File: config.mk
export PLATFORM = sky130hd
export DESIGN_NAME = wwd_watchdog
export DESIGN_NICKNAME = d
export VERILOG_FILES = /design/src/hdl/wwd_pkg.sv /design/src/hdl/wwd_debounce.sv /design/src/hdl/wwd_trigger_mon.sv /design/src/hdl/wwd_watchdog.sv
export SDC_FILE = /design/constraint.sdc
export NUM_CORES = 1
export LEC_CHECK = 0
export BUFFER_PORTS_ARGS = -buffer_cell sky130_fd_sc_hd__buf_2
export CAP_MARGIN = 15
export CORE_ASPECT_RATIO = 1.75
export CORE_MARGIN = 1
export CORE_UTILIZATION = 60
export CTS_CLUSTER_DIAMETER = 50
export DETAILED_ROUTE_END_ITERATION = 8
export PLACE_DENSITY = 0.79
export SKIP_LAST_GASP = 1
export SYNTH_ARGS = -nofsm -noshare
export SYNTH_HDL_FRONTEND = slang
export SYNTH_SLANG_ARGS = --single-unit
File: constraint.sdc
create_clock -name clk -period 6 [get_ports clk]
set_clock_uncertainty 0.15 [all_clocks]
set_input_delay 1.2 -clock clk [delete_from_list [all_inputs] [get_ports clk]]
set_output_delay 1.2 -clock clk [all_outputs]
set_load 0.01 [all_outputs]
File: src/hdl/wwd_pkg.sv
package wwd_pkg;

    // ------------------------------------------------------------
    // timing, all in oscillator cycles
    // ------------------------------------------------------------
    localparam int unsigned POWER_UP_RESET_CYC   = 201;
    localparam int unsigned SWITCH_OVER_CYC      = 1112;
    localparam int unsigned RESET_OUT_CYC        = 40;
    localparam int unsigned SHORT_DISABLE_CYC    = 130;
    localparam int unsigned SHORT_ENABLE_CYC     = 124;
    localparam int unsigned LONG_DISABLE_CYC     = 71970;
    localparam int unsigned LONG_ENABLE_CYC      = 30002;
    localparam int unsigned TRIGGER_MAX_CYC      = 45;
    localparam int unsigned TRIGGER_DEBOUNCE_CYC = 4;
    localparam int unsigned WAKE_DEBOUNCE_CYC    = 128;

    // ------------------------------------------------------------
    // structure
    // ------------------------------------------------------------
    localparam int unsigned OSC_DIV_DEFAULT = 4;
    localparam int unsigned TIMER_W         = 17;
    localparam int unsigned GOOD_TRIGGERS   = 3;
    localparam int unsigned GOOD_CNT_W      = 2;
    localparam int unsigned CAUSE_W         = 3;

    // ------------------------------------------------------------
    // enumerations
    // ------------------------------------------------------------
    typedef enum logic [2:0] {
        ST_POWER_UP,
        ST_SWITCH_OVER,
        ST_RESET_OUT,
        ST_SHORT_DISABLE,
        ST_SHORT_ENABLE,
        ST_LONG_DISABLE,
        ST_LONG_ENABLE
    } wwd_state_e;

    typedef enum logic [CAUSE_W-1:0] {
        CAUSE_NONE,
        CAUSE_SWITCH_TIMEOUT,
        CAUSE_EARLY_TRIGGER,
        CAUSE_MISSING_TRIGGER,
        CAUSE_OVERLONG_TRIGGER,
        CAUSE_WAKE_EDGE
    } wwd_cause_e;

endpackage

File: src/hdl/wwd_debounce.sv
`timescale 1ns/1ns
module wwd_debounce #(
    parameter int unsigned STABLE_CYC = wwd_pkg::TRIGGER_DEBOUNCE_CYC,
    parameter logic        INIT_LEVEL = 1'b1
) (
    input  wire logic clk,
    input  wire logic nrst,
    input  wire logic tick,
    input  wire logic pinRaw,
    output logic      levelDeb
);

    localparam int unsigned CW = $clog2(STABLE_CYC + 1);

    // ------------------------------------------------------------
    // state
    // ------------------------------------------------------------
    typedef struct packed {
        logic          sync0;
        logic          sync1;
        logic [CW-1:0] cnt;
        logic          level;
    } wwd_deb_s;

    wwd_deb_s s;
    wwd_deb_s next_s;

    // ------------------------------------------------------------
    // filter: a new level must hold for STABLE_CYC ticks
    // ------------------------------------------------------------
    always_comb begin
        next_s       = s;
        next_s.sync0 = pinRaw;
        next_s.sync1 = s.sync0;
        if (s.sync1 == s.level) begin
            next_s.cnt = '0;
        end else if (tick) begin
            if (s.cnt == CW'(STABLE_CYC - 1)) begin
                next_s.level = s.sync1;
                next_s.cnt   = '0;
            end else begin
                next_s.cnt = s.cnt + CW'(1);
            end
        end
    end

    always_ff @(posedge clk or negedge nrst) begin
        if (!nrst) begin
            s <= '{sync0: INIT_LEVEL, sync1: INIT_LEVEL, cnt: '0, level: INIT_LEVEL};
        end else begin
            s <= next_s;
        end
    end

    assign levelDeb = s.level;

endmodule // wwd_debounce

File: src/hdl/wwd_trigger_mon.sv
`timescale 1ns/1ns
module wwd_trigger_mon #(
    parameter int unsigned MAX_LOW_CYC = wwd_pkg::TRIGGER_MAX_CYC
) (
    input  wire logic clk,
    input  wire logic nrst,
    input  wire logic tick,
    input  wire logic trgDeb,
    output logic      trgOk,
    output logic      trgErr
);

    localparam int unsigned CW = $clog2(MAX_LOW_CYC + 2);

    // ------------------------------------------------------------
    // state
    // ------------------------------------------------------------
    typedef struct packed {
        logic          prev;
        logic [CW-1:0] lowCnt;
        logic          ok;
        logic          err;
    } wwd_trg_s;

    wwd_trg_s s;
    wwd_trg_s next_s;

    always_comb begin
        next_s      = s;
        next_s.prev = trgDeb;
        next_s.ok   = trgDeb && !s.prev;
        if (trgDeb) begin
            next_s.lowCnt = '0;
            next_s.err    = 1'b0;
        end else if (tick && !s.err) begin
            // counter stops once the error is flagged, so it cannot wrap
            next_s.lowCnt = s.lowCnt + CW'(1);
            next_s.err    = (s.lowCnt == CW'(MAX_LOW_CYC));
        end
    end

    always_ff @(posedge clk or negedge nrst) begin
        if (!nrst) begin
            s <= '{prev: 1'b1, lowCnt: '0, ok: 1'b0, err: 1'b0};
        end else begin
            s <= next_s;
        end
    end

    assign trgOk  = s.ok;
    assign trgErr = s.err;

endmodule // wwd_trigger_mon

File: src/hdl/wwd_watchdog.sv
`timescale 1ns/1ns
module wwd_watchdog #(
    parameter int unsigned OSC_DIV           = wwd_pkg::OSC_DIV_DEFAULT,
    parameter int unsigned SHORT_DISABLE_CYC = wwd_pkg::SHORT_DISABLE_CYC,
    parameter int unsigned SHORT_ENABLE_CYC  = wwd_pkg::SHORT_ENABLE_CYC,
    parameter int unsigned LONG_DISABLE_CYC  = wwd_pkg::LONG_DISABLE_CYC,
    parameter int unsigned LONG_ENABLE_CYC   = wwd_pkg::LONG_ENABLE_CYC,
    parameter int unsigned TRG_DEBOUNCE_CYC  = wwd_pkg::TRIGGER_DEBOUNCE_CYC,
    parameter int unsigned WAKE_DEBOUNCE_CYC = wwd_pkg::WAKE_DEBOUNCE_CYC,
    parameter int unsigned TRIGGER_MAX_CYC   = wwd_pkg::TRIGGER_MAX_CYC
) (
    input  wire logic                         clk,
    input  wire logic                         nrst,
    input  wire logic                         trgPin,
    input  wire logic                         modePin,
    input  wire logic                         wakeInput,
    output logic                              resetPinOut,
    output logic                              resetPinOe,
    output logic                              peripheralEnableOut,
    output logic                              longMode,
    output logic                              errorPulse,
    output logic [wwd_pkg::CAUSE_W-1:0]       errorCause
);

    localparam int unsigned TW  = wwd_pkg::TIMER_W;
    localparam int unsigned GW  = wwd_pkg::GOOD_CNT_W;
    localparam int unsigned DW  = $clog2(OSC_DIV + 1);

    // ------------------------------------------------------------
    // helpers
    // ------------------------------------------------------------
    // a phase of n ticks loads n-1 and ends on the tick that sees zero
    function automatic logic [TW-1:0] phaseLoad(input int unsigned cyc);
        phaseLoad = TW'(cyc - 1);
    endfunction

    localparam logic [TW-1:0] POWER_UP_LOAD = TW'(wwd_pkg::POWER_UP_RESET_CYC - 1);

    // ------------------------------------------------------------
    // state
    // ------------------------------------------------------------
    typedef struct packed {
        logic [DW-1:0]       divCnt;
        logic                tick;
        wwd_pkg::wwd_state_e state;
        logic [TW-1:0]       timer;
        logic [GW-1:0]       goodCnt;
        logic                ena;
        logic                rstActive;
        logic                rstLevel;
        logic                wakePrev;
        logic                errPulse;
        wwd_pkg::wwd_cause_e cause;
    } wwd_core_s;

    wwd_core_s s;
    wwd_core_s next_s;

    logic modeDeb;
    logic trgDeb;
    logic wakeDeb;
    logic trgOk;
    logic trgErr;
    logic timerDone;
    logic wakeEdge;

    // ------------------------------------------------------------
    // input conditioning
    // ------------------------------------------------------------
    // pull-ups on trigger and mode, pull-down on wake: idle levels
    wwd_debounce #(
        .STABLE_CYC (TRG_DEBOUNCE_CYC),
        .INIT_LEVEL (1'b1)
    ) uTrgDeb (
        .clk      (clk),
        .nrst     (nrst),
        .tick     (s.tick),
        .pinRaw   (trgPin),
        .levelDeb (trgDeb)
    );

    wwd_debounce #(
        .STABLE_CYC (TRG_DEBOUNCE_CYC),
        .INIT_LEVEL (1'b1)
    ) uModeDeb (
        .clk      (clk),
        .nrst     (nrst),
        .tick     (s.tick),
        .pinRaw   (modePin),
        .levelDeb (modeDeb)
    );

    wwd_debounce #(
        .STABLE_CYC (WAKE_DEBOUNCE_CYC),
        .INIT_LEVEL (1'b0)
    ) uWakeDeb (
        .clk      (clk),
        .nrst     (nrst),
        .tick     (s.tick),
        .pinRaw   (wakeInput),
        .levelDeb (wakeDeb)
    );

    wwd_trigger_mon #(
        .MAX_LOW_CYC (TRIGGER_MAX_CYC)
    ) uTrgMon (
        .clk    (clk),
        .nrst   (nrst),
        .tick   (s.tick),
        .trgDeb (trgDeb),
        .trgOk  (trgOk),
        .trgErr (trgErr)
    );

    // ------------------------------------------------------------
    // event decode
    // ------------------------------------------------------------
    assign timerDone = s.tick && (s.timer == '0);
    assign wakeEdge  = (wakeDeb != s.wakePrev);

    // ------------------------------------------------------------
    // reset pulse entry, shared by every fault
    // ------------------------------------------------------------
    function automatic wwd_core_s enterReset(input wwd_core_s st, input wwd_pkg::wwd_cause_e why);
        wwd_core_s r;
        r           = st;
        r.state     = wwd_pkg::ST_RESET_OUT;
        r.timer     = phaseLoad(wwd_pkg::RESET_OUT_CYC);
        r.rstActive = 1'b1;
        r.ena       = 1'b0;
        r.goodCnt   = '0;
        r.errPulse  = 1'b1;
        r.cause     = why;
        return r;
    endfunction

    // ------------------------------------------------------------
    // main state machine
    // ------------------------------------------------------------
    always_comb begin
        next_s          = s;
        next_s.errPulse = 1'b0;
        next_s.wakePrev = wakeDeb;

        // slow-rate enable: one clk pulse per oscillator cycle
        if (s.divCnt == DW'(OSC_DIV - 1)) begin
            next_s.divCnt = '0;
            next_s.tick   = 1'b1;
        end else begin
            next_s.divCnt = s.divCnt + DW'(1);
            next_s.tick   = 1'b0;
        end

        if (s.tick && (s.timer != '0)) begin
            next_s.timer = s.timer - TW'(1);
        end

        case (s.state)
            wwd_pkg::ST_POWER_UP: begin
                if (timerDone) begin
                    next_s.state     = wwd_pkg::ST_SWITCH_OVER;
                    next_s.timer     = phaseLoad(wwd_pkg::SWITCH_OVER_CYC);
                    next_s.rstActive = 1'b0;
                end
            end
            wwd_pkg::ST_SWITCH_OVER: begin
                if (!modeDeb) begin
                    next_s.state = wwd_pkg::ST_SHORT_DISABLE;
                    next_s.timer = phaseLoad(SHORT_DISABLE_CYC);
                end else if (timerDone) begin
                    next_s = enterReset(next_s, wwd_pkg::CAUSE_SWITCH_TIMEOUT);
                end
            end
            wwd_pkg::ST_RESET_OUT: begin
                if (timerDone) begin
                    // resync: every pulse is followed by a fresh switch-over
                    next_s.state     = wwd_pkg::ST_SWITCH_OVER;
                    next_s.timer     = phaseLoad(wwd_pkg::SWITCH_OVER_CYC);
                    next_s.rstActive = 1'b0;
                end
            end
            wwd_pkg::ST_SHORT_DISABLE: begin
                if (trgErr) begin
                    next_s = enterReset(next_s, wwd_pkg::CAUSE_OVERLONG_TRIGGER);
                end else if (trgOk) begin
                    next_s = enterReset(next_s, wwd_pkg::CAUSE_EARLY_TRIGGER);
                end else if (modeDeb) begin
                    next_s.state   = wwd_pkg::ST_LONG_DISABLE;
                    next_s.timer   = phaseLoad(LONG_DISABLE_CYC);
                    next_s.ena     = 1'b0;
                    next_s.goodCnt = '0;
                end else if (timerDone) begin
                    next_s.state = wwd_pkg::ST_SHORT_ENABLE;
                    next_s.timer = phaseLoad(SHORT_ENABLE_CYC);
                end
            end
            wwd_pkg::ST_SHORT_ENABLE: begin
                if (trgErr) begin
                    next_s = enterReset(next_s, wwd_pkg::CAUSE_OVERLONG_TRIGGER);
                end else if (trgOk) begin
                    next_s.state = wwd_pkg::ST_SHORT_DISABLE;
                    next_s.timer = phaseLoad(SHORT_DISABLE_CYC);
                    if (s.goodCnt == GW'(wwd_pkg::GOOD_TRIGGERS - 1)) begin
                        next_s.ena = 1'b1;
                    end else begin
                        next_s.goodCnt = s.goodCnt + GW'(1);
                    end
                end else if (modeDeb) begin
                    next_s.state   = wwd_pkg::ST_LONG_DISABLE;
                    next_s.timer   = phaseLoad(LONG_DISABLE_CYC);
                    next_s.ena     = 1'b0;
                    next_s.goodCnt = '0;
                end else if (timerDone) begin
                    next_s = enterReset(next_s, wwd_pkg::CAUSE_MISSING_TRIGGER);
                end
            end
            wwd_pkg::ST_LONG_DISABLE: begin
                if (wakeEdge) begin
                    next_s = enterReset(next_s, wwd_pkg::CAUSE_WAKE_EDGE);
                end else if (trgErr) begin
                    next_s = enterReset(next_s, wwd_pkg::CAUSE_OVERLONG_TRIGGER);
                end else if (trgOk) begin
                    next_s = enterReset(next_s, wwd_pkg::CAUSE_EARLY_TRIGGER);
                end else if (!modeDeb) begin
                    next_s.state = wwd_pkg::ST_SHORT_DISABLE;
                    next_s.timer = phaseLoad(SHORT_DISABLE_CYC);
                end else if (timerDone) begin
                    next_s.state = wwd_pkg::ST_LONG_ENABLE;
                    next_s.timer = phaseLoad(LONG_ENABLE_CYC);
                end
            end
            wwd_pkg::ST_LONG_ENABLE: begin
                if (wakeEdge) begin
                    next_s = enterReset(next_s, wwd_pkg::CAUSE_WAKE_EDGE);
                end else if (trgErr) begin
                    next_s = enterReset(next_s, wwd_pkg::CAUSE_OVERLONG_TRIGGER);
                end else if (trgOk) begin
                    next_s.state = wwd_pkg::ST_LONG_DISABLE;
                    next_s.timer = phaseLoad(LONG_DISABLE_CYC);
                end else if (!modeDeb) begin
                    next_s.state = wwd_pkg::ST_SHORT_DISABLE;
                    next_s.timer = phaseLoad(SHORT_DISABLE_CYC);
                end else if (timerDone) begin
                    next_s = enterReset(next_s, wwd_pkg::CAUSE_MISSING_TRIGGER);
                end
            end
            default: begin
                next_s = enterReset(next_s, wwd_pkg::CAUSE_NONE);
            end
        endcase
    end

    // ------------------------------------------------------------
    // registers
    // ------------------------------------------------------------
    // reset pin is open drain: only the enable moves, level stays low
    always_ff @(posedge clk or negedge nrst) begin
        if (!nrst) begin
            s.divCnt    <= '0;
            s.tick      <= 1'b0;
            s.state     <= wwd_pkg::ST_POWER_UP;
            s.timer     <= POWER_UP_LOAD;
            s.goodCnt   <= '0;
            s.ena       <= 1'b0;
            s.rstActive <= 1'b1;
            s.rstLevel  <= 1'b0;
            s.wakePrev  <= 1'b0;
            s.errPulse  <= 1'b0;
            s.cause     <= wwd_pkg::CAUSE_NONE;
        end else begin
            s <= next_s;
        end
    end

    // ------------------------------------------------------------
    // outputs
    // ------------------------------------------------------------
    assign resetPinOut         = s.rstLevel;
    assign resetPinOe          = s.rstActive;
    assign peripheralEnableOut = s.ena;
    assign longMode            = (s.state == wwd_pkg::ST_LONG_DISABLE) || (s.state == wwd_pkg::ST_LONG_ENABLE);
    assign errorPulse          = s.errPulse;
    assign errorCause          = s.cause;

endmodule // wwd_watchdog

# ---- Word level (Yosys, flattened, before mapping)
# Cells that the tools add are included.
dict set report op_classes {
  n_addsub 7
  eq_ne 38
  mux 53
  n_bitwise 7
  reduce_logical 25
}
# operator count
set op_table {}
lappend op_table {{$mux W30} 8}
lappend op_table {{$mux W20} 9}
lappend op_table {{$pmux W20 S6} 1}
lappend op_table {{$mux W23} 3}
lappend op_table {{$mux W10} 4}
lappend op_table {{$pmux W6 S6} 1}
lappend op_table {{$mux W7} 3}
lappend op_table {{$pmux W3 S6} 1}
lappend op_table {{$reduce_and A9 Y1} 2}
lappend op_table {{$logic_not A17 Y1} 1}
lappend op_table {{$mux W17} 1}
lappend op_table {{$reduce_bool A17 Y1} 1}
lappend op_table {{$sub A17 B1 Y17 const B} 1}
lappend op_table {{$mux W8} 2}
lappend op_table {{$reduce_and A8 Y1} 2}
lappend op_table {{$eq A3 B2 Y1 const B} 5}
lappend op_table {{$mux W3} 5}
lappend op_table {{$ne A2 B2 Y1 const B} 7}
lappend op_table {{$mux W4} 3}
lappend op_table {{$mux W6} 2}
lappend op_table {{$ne A4 B4 Y1 const B} 3}
lappend op_table {{$reduce_and A12 Y1} 1}
lappend op_table {{$reduce_bool A2 Y1} 5}
lappend op_table {{$add A3 B1 Y3 const B} 3}
lappend op_table {{other kinds (30)} 56}
dict set report word_totals {
  ff_bits 66
  inputBits 5
  wordCells 157
}

# ---- Longest topological paths before layout
dict set report logic_depth {
  word_depth 9
  mapped_depth 8
  ltp_nobuf 8
}

# ---- Cells and area by module
# Synthesis repeated with hierarchy kept, for this count alone.
dict set report hier_totals {
  cells_unflattened 444
  area_unflattened_um2 4068.9
}
# mod n_inst cells_per_inst area_each_um2 seq_area_each_um2
set modules_own_cells {}
lappend modules_own_cells {wwd_watchdog 1 317 2593.7 830.8}
lappend modules_own_cells {{wwd_debounce (uWakeDeb)} 1 49 525.5 275.3}
lappend modules_own_cells {{wwd_debounce (uModeDeb ...)} 2 20 254.0 153.9}
lappend modules_own_cells {wwd_trigger_mon 1 38 441.7 226.5}

# ---- Worst setup path after synthesis
# OpenSTA, ideal clock, no wires.
dict set report synth_timing {
  path_type {flip-flop to output port}
  startpoint {register s[27] (netlist bit)}
  endpoint {output longMode}
  arrival_ps 1137
  t_required_ps 4650
  setup_slack_ps 3513
  path_stages_with_launch 4
  path_buffers 1
  path_cell_list {dfrtp_1 clkbuf_1 nor2b_1 o21a_1}
}
dict set report synth_between {
  elab_chain_len 2
  word_cells_on_any_way 3
  cone_classes {eq/ne (2); reduce/logical (1)}
}
# element line_no
set synth_rtl {}
lappend synth_rtl {{start: declaration} wwd_watchdog.sv:56} ;# wwd_core_s s;
lappend synth_rtl {{start signal: assignment} wwd_watchdog.sv:271} ;# s <= next_s;
lappend synth_rtl {{$eq A3 B3 Y1} wwd_watchdog.sv:281} ;# assign longMode = (s.state == wwd_pkg::ST_LONG_DISABLE) || (s.state == wwd_pkg::ST_LONG_ENABLE);
lappend synth_rtl {{$logic_or A1 B1 Y1 *} wwd_watchdog.sv:281}
lappend synth_rtl {{end: declaration} wwd_watchdog.sv:20} ;# output logic longMode,
# Every way passes the cells marked *; elsewhere a longest branch is shown, timed or not.

# ---- Final worst setup path
# Ends and elaborated chain as after synthesis.

==> results.txt <==
----------------------------------------------------
[Synthesis]
  Post-Syn Instances ... 444
  Mux contribution to synthesized area ... 0.833%
  Average size of a mapped cell ... 8.80 sq um
  Post-Synthesis Cell Area ... 3910 sq um
  Proportion of synthesized chip area in sequential cells ... 42.0%
  Most used flip-flop cell after synthesis ... dfrtp_1
  Adder-cell share of the synthesized area ... 3.14%
  Post-synth EDFFs ... 0
  FFs w/ async S/R, synth ... 100%
  Net Count, Synth ... 458
  Dominant combinational cell family by area after synthesis ... simple AND/OR/NAND/NOR gates
  Number of distinct library cells after synthesis ... 64
  Area share of and/or/nand/nor cells after synthesis ... 24.6%
  Yosys warning count ... 0
  Synthesized flop and latch total ... 65
  Compound-Gate Fraction of Synth Area ... 18.6%
  Parity-gate share of the synthesized area counting xor and xnor cells ... 5.83%

[Final layout]
  Post-layout instance count excluding filler cells ... 524
  Leading cell types in the layout, fill and taps excluded ... 54 x dfrtp_1, 48 x nand2_1, 42 x nor2_1, 35 x o21ai_0, 27 x a21oi_1
  Number of antenna diodes ... 0
  Area Growth Syn to Fin ... 5.89%
  Commonest non-fill, non-tap cell in the layout ... dfrtp_1
  Layout cells sized above 1 ... 11.9%
  Final Util ... 66.4%
  Final net count ... 453

[Clocking]
  Maximum clock path buffer count ... 2
  Post-CTS Setup Repair Bufs ... 0
  Clock Sinks ... 65
  Clock tree from TritonCTS ... done
  Post-cts resize count ... 0
  Number of buffers created by CTS ... 9
  Clock transition at path regs ... 0.08 ns
  Worst-skew pair later-pin latency ... 0.36 ns
  Hold buffers post-CTS ... 0
  Number of levels in the clock H-tree ... 3
  Clk root buf ... clkbuf_8

[STA]
  Final count of negative-setup-slack endpoints ... 0
  Final hold violation count ... 0
  Setup TNS ... 0 ns
  Worst slew margin relative to its limit ... 39.5%
  Highest attainable clock frequency ... 287 MHz
  RSZ-0062 raised after global routing ... false
  Slew at the pin closest to its max-slew limit ... 0.907 ns
  Period Utilization, post-route ... 58.0%
  Worst setup slack after layout ... 2.52 ns
  Final min period ... 3.48 ns
  Final-report max-slew violation count ... 0

[Setup path]
  Setup slack on the worst flop-to-flop path ... 3.29 ns
  Highest net fanout along the worst path ... 29
  Number of cells on the worst reg-to-reg path ... 4
  Delay contributed by the slowest stage of the critical path ... 0.88 ns
  Crit path required time ... 4.65 ns
  Ordered list of cells on the worst path ... nor2b_1 > o21a_1 > buf_2
  Kind of capture point of the worst setup path ... output pin
  Kind of start point of the critical path ... register
  Crit path arrival time ... 2.13 ns
  Category of the most critical setup path ... register to output pin
  Cell with the biggest individual delay on the critical path ... dfrtp_1

[Route]
  Detailed Routing Iterations Pass 1 ... 5
  Iteration-0 DRC Markers ... 296
  Routed vias ... 3345
  Routed length per instance ... 17.0 um
  DRC errors left ... 0
  Post-DR vias/cell ... 6.38
  Number of nets still failing antenna checks after routing ... 0
  WL final ... 8.90 mm

[GRT]
  Vias in the first global route ... 3242
  Largest net degree at the start of global routing ... 66
  Antenna violations before repair ... 0
  Wire length of the first global-routing pass ... 14.9 mm
  Overall overflow remaining after global route ... 0
  Total track usage ... 28.4%

[Placed design]
  Number of buffer cells added on primary ports ... 11
  # placed instances ... 508
  Weighted congestion reported at the end of routability-driven placement ... 0.915
  Pre-CTS setup slack ... 2.97 ns
  Dpl hpwl ... 6.25 mm

[Pwr]
  Static Leakage ... 1.77 nW
  Total Power Consumption ... 1.35 mW
  IR Drop Worst-Case VDD ... 220 uV
  Power per unit of standard cell area ... 327 nW/um^2

[Die]
  Horizontal die dimension ... 63.0 um
  Core box area ... 6230 sq um
  Number of rows in the core area ... 38
  Die Outline Area ... 6850 sq um
  DIE HEIGHT ... 109 um
  Initial Util ... 62.7%
  I/O pin count ... 13

[Hold path]
  Worst min-delay path class ... register to register
  Worst Hold Depth ... 0

[Flow run]
  Number of max-cap violations ... 0

[Status]
  Run status ... completed

----------------------------------------------------
-- layer usage --
metal / vias up / GRT usage, % / routed length (um)
met3: 36 / 5.96 / 361
met4: 0 / 20.1 / 459
met1: 1630 / 30.1 / 3340
li1: 1573 / - / -
met2: 106 / 49.7 / 4740
met5: - / 0 / 0
-- worst paths after layout --
path | start | endpoint
max | s[27]$_DFFE_PN0P_ | longMode
max reg2reg | s[29]$_DFFE_PN0P_ | s[14]$_DFF_PN0_
min | uWakeDeb.next_s[9]$_DFF_PN0_ | uWakeDeb.s[9]$_DFF_PN0_
max in group asynchronous | nrst | uTrgMon.s[4]$_DFFE_PN0P_
min in group asynchronous | nrst | s[19]$_DFF_PN0_
min reg2reg | uWakeDeb.next_s[9]$_DFF_PN0_ | uWakeDeb.s[9]$_DFF_PN0_
-- through the flow --
| stage | hold slack [ns] | cell area, sq um |
|---|---|---|
| floorplan | 0.181 | 3910 |
| global placement | 0.187 | 3930 |
| global route | 0.212 | 4140 |
| CTS | 0.210 | 4140 |
| finish | 0.207 | 4140 |
| detailed placement | 0.196 | 3930 |
-- where the power goes --
part / internal, mW / total [mW] / switching [mW]
logic: 0.158 / 0.356 / 0.198
clock network: 0.203 / 0.389 / 0.185
registers: 0.500 / 0.607 / 0.107
total: 0.861 / 1.35 / 0.491
-- critical path, delay by kind of cell, from the launching register on --
kind                   cells  cell delay, ns
DFF                        1            0.88
and+or+nand+nor            1            0.48
AOI/OAI and AO/OA          1            0.25
buffers and inverters      1            0.15
-- cell families (layout without fill, tap and decap cells) --
logic type	count (synthesis)	after routing
xor gates and xnor gates	26	26
buffers and inverters	42	42
adders and majority gates	10	10
muxes	3	3
and+or+nand+nor	181	181
DFF	65	65
other	1	1
AOI/OAI and AO/OA	116	116
-- cells in the mapped netlist, drive strengths merged (11+ instances only) --
cell type | count | area share, %
o21ai | 38 | 5.0
xnor2 | 13 | 2.9
a21oi | 27 | 3.5
nand3 | 15 | 1.9
nand2 | 48 | 4.6
inv | 14 | 1.3
clkbuf | 19 | 1.8
dfrtp | 54 | 35
nor2 | 42 | 4.0
nor3 | 13 | 2.0
dfstp | 11 | 7.4
xor2 | 13 | 2.9
-- state kept, by name, summed over array words and instances (netlist names) --
name,cells
uWakeDeb.levelDeb,1
s,27
uModeDeb.s,4
uTrgMon.s,7
uModeDeb.levelDeb,1
uTrgMon.trgOk,1
uTrgMon.trgErr,1
errorCause,3
uModeDeb.next_s,1
resetPinOe,1
uWakeDeb.next_s,1
uTrgDeb.next_s,1
peripheralEnableOut,1
uWakeDeb.s,9
uTrgDeb.s,4
errorPulse,1
uTrgDeb.levelDeb,1
-- layout make-up --
| cell class | instances | area, sq um |
|---|---|---|
| multi-input cells | 337 | 2080 |
| flip-flops and latches | 65 | 1640 |
| inverters | 14 | 52.6 |
| clock inverters | 6 | 67.6 |
| well taps | 80 | 100 |
| repair buffers | 12 | 62.6 |
| clock buffers | 10 | 138 |
| fillers | 524 | 2090 |
(Power assumes the default switching activity.)
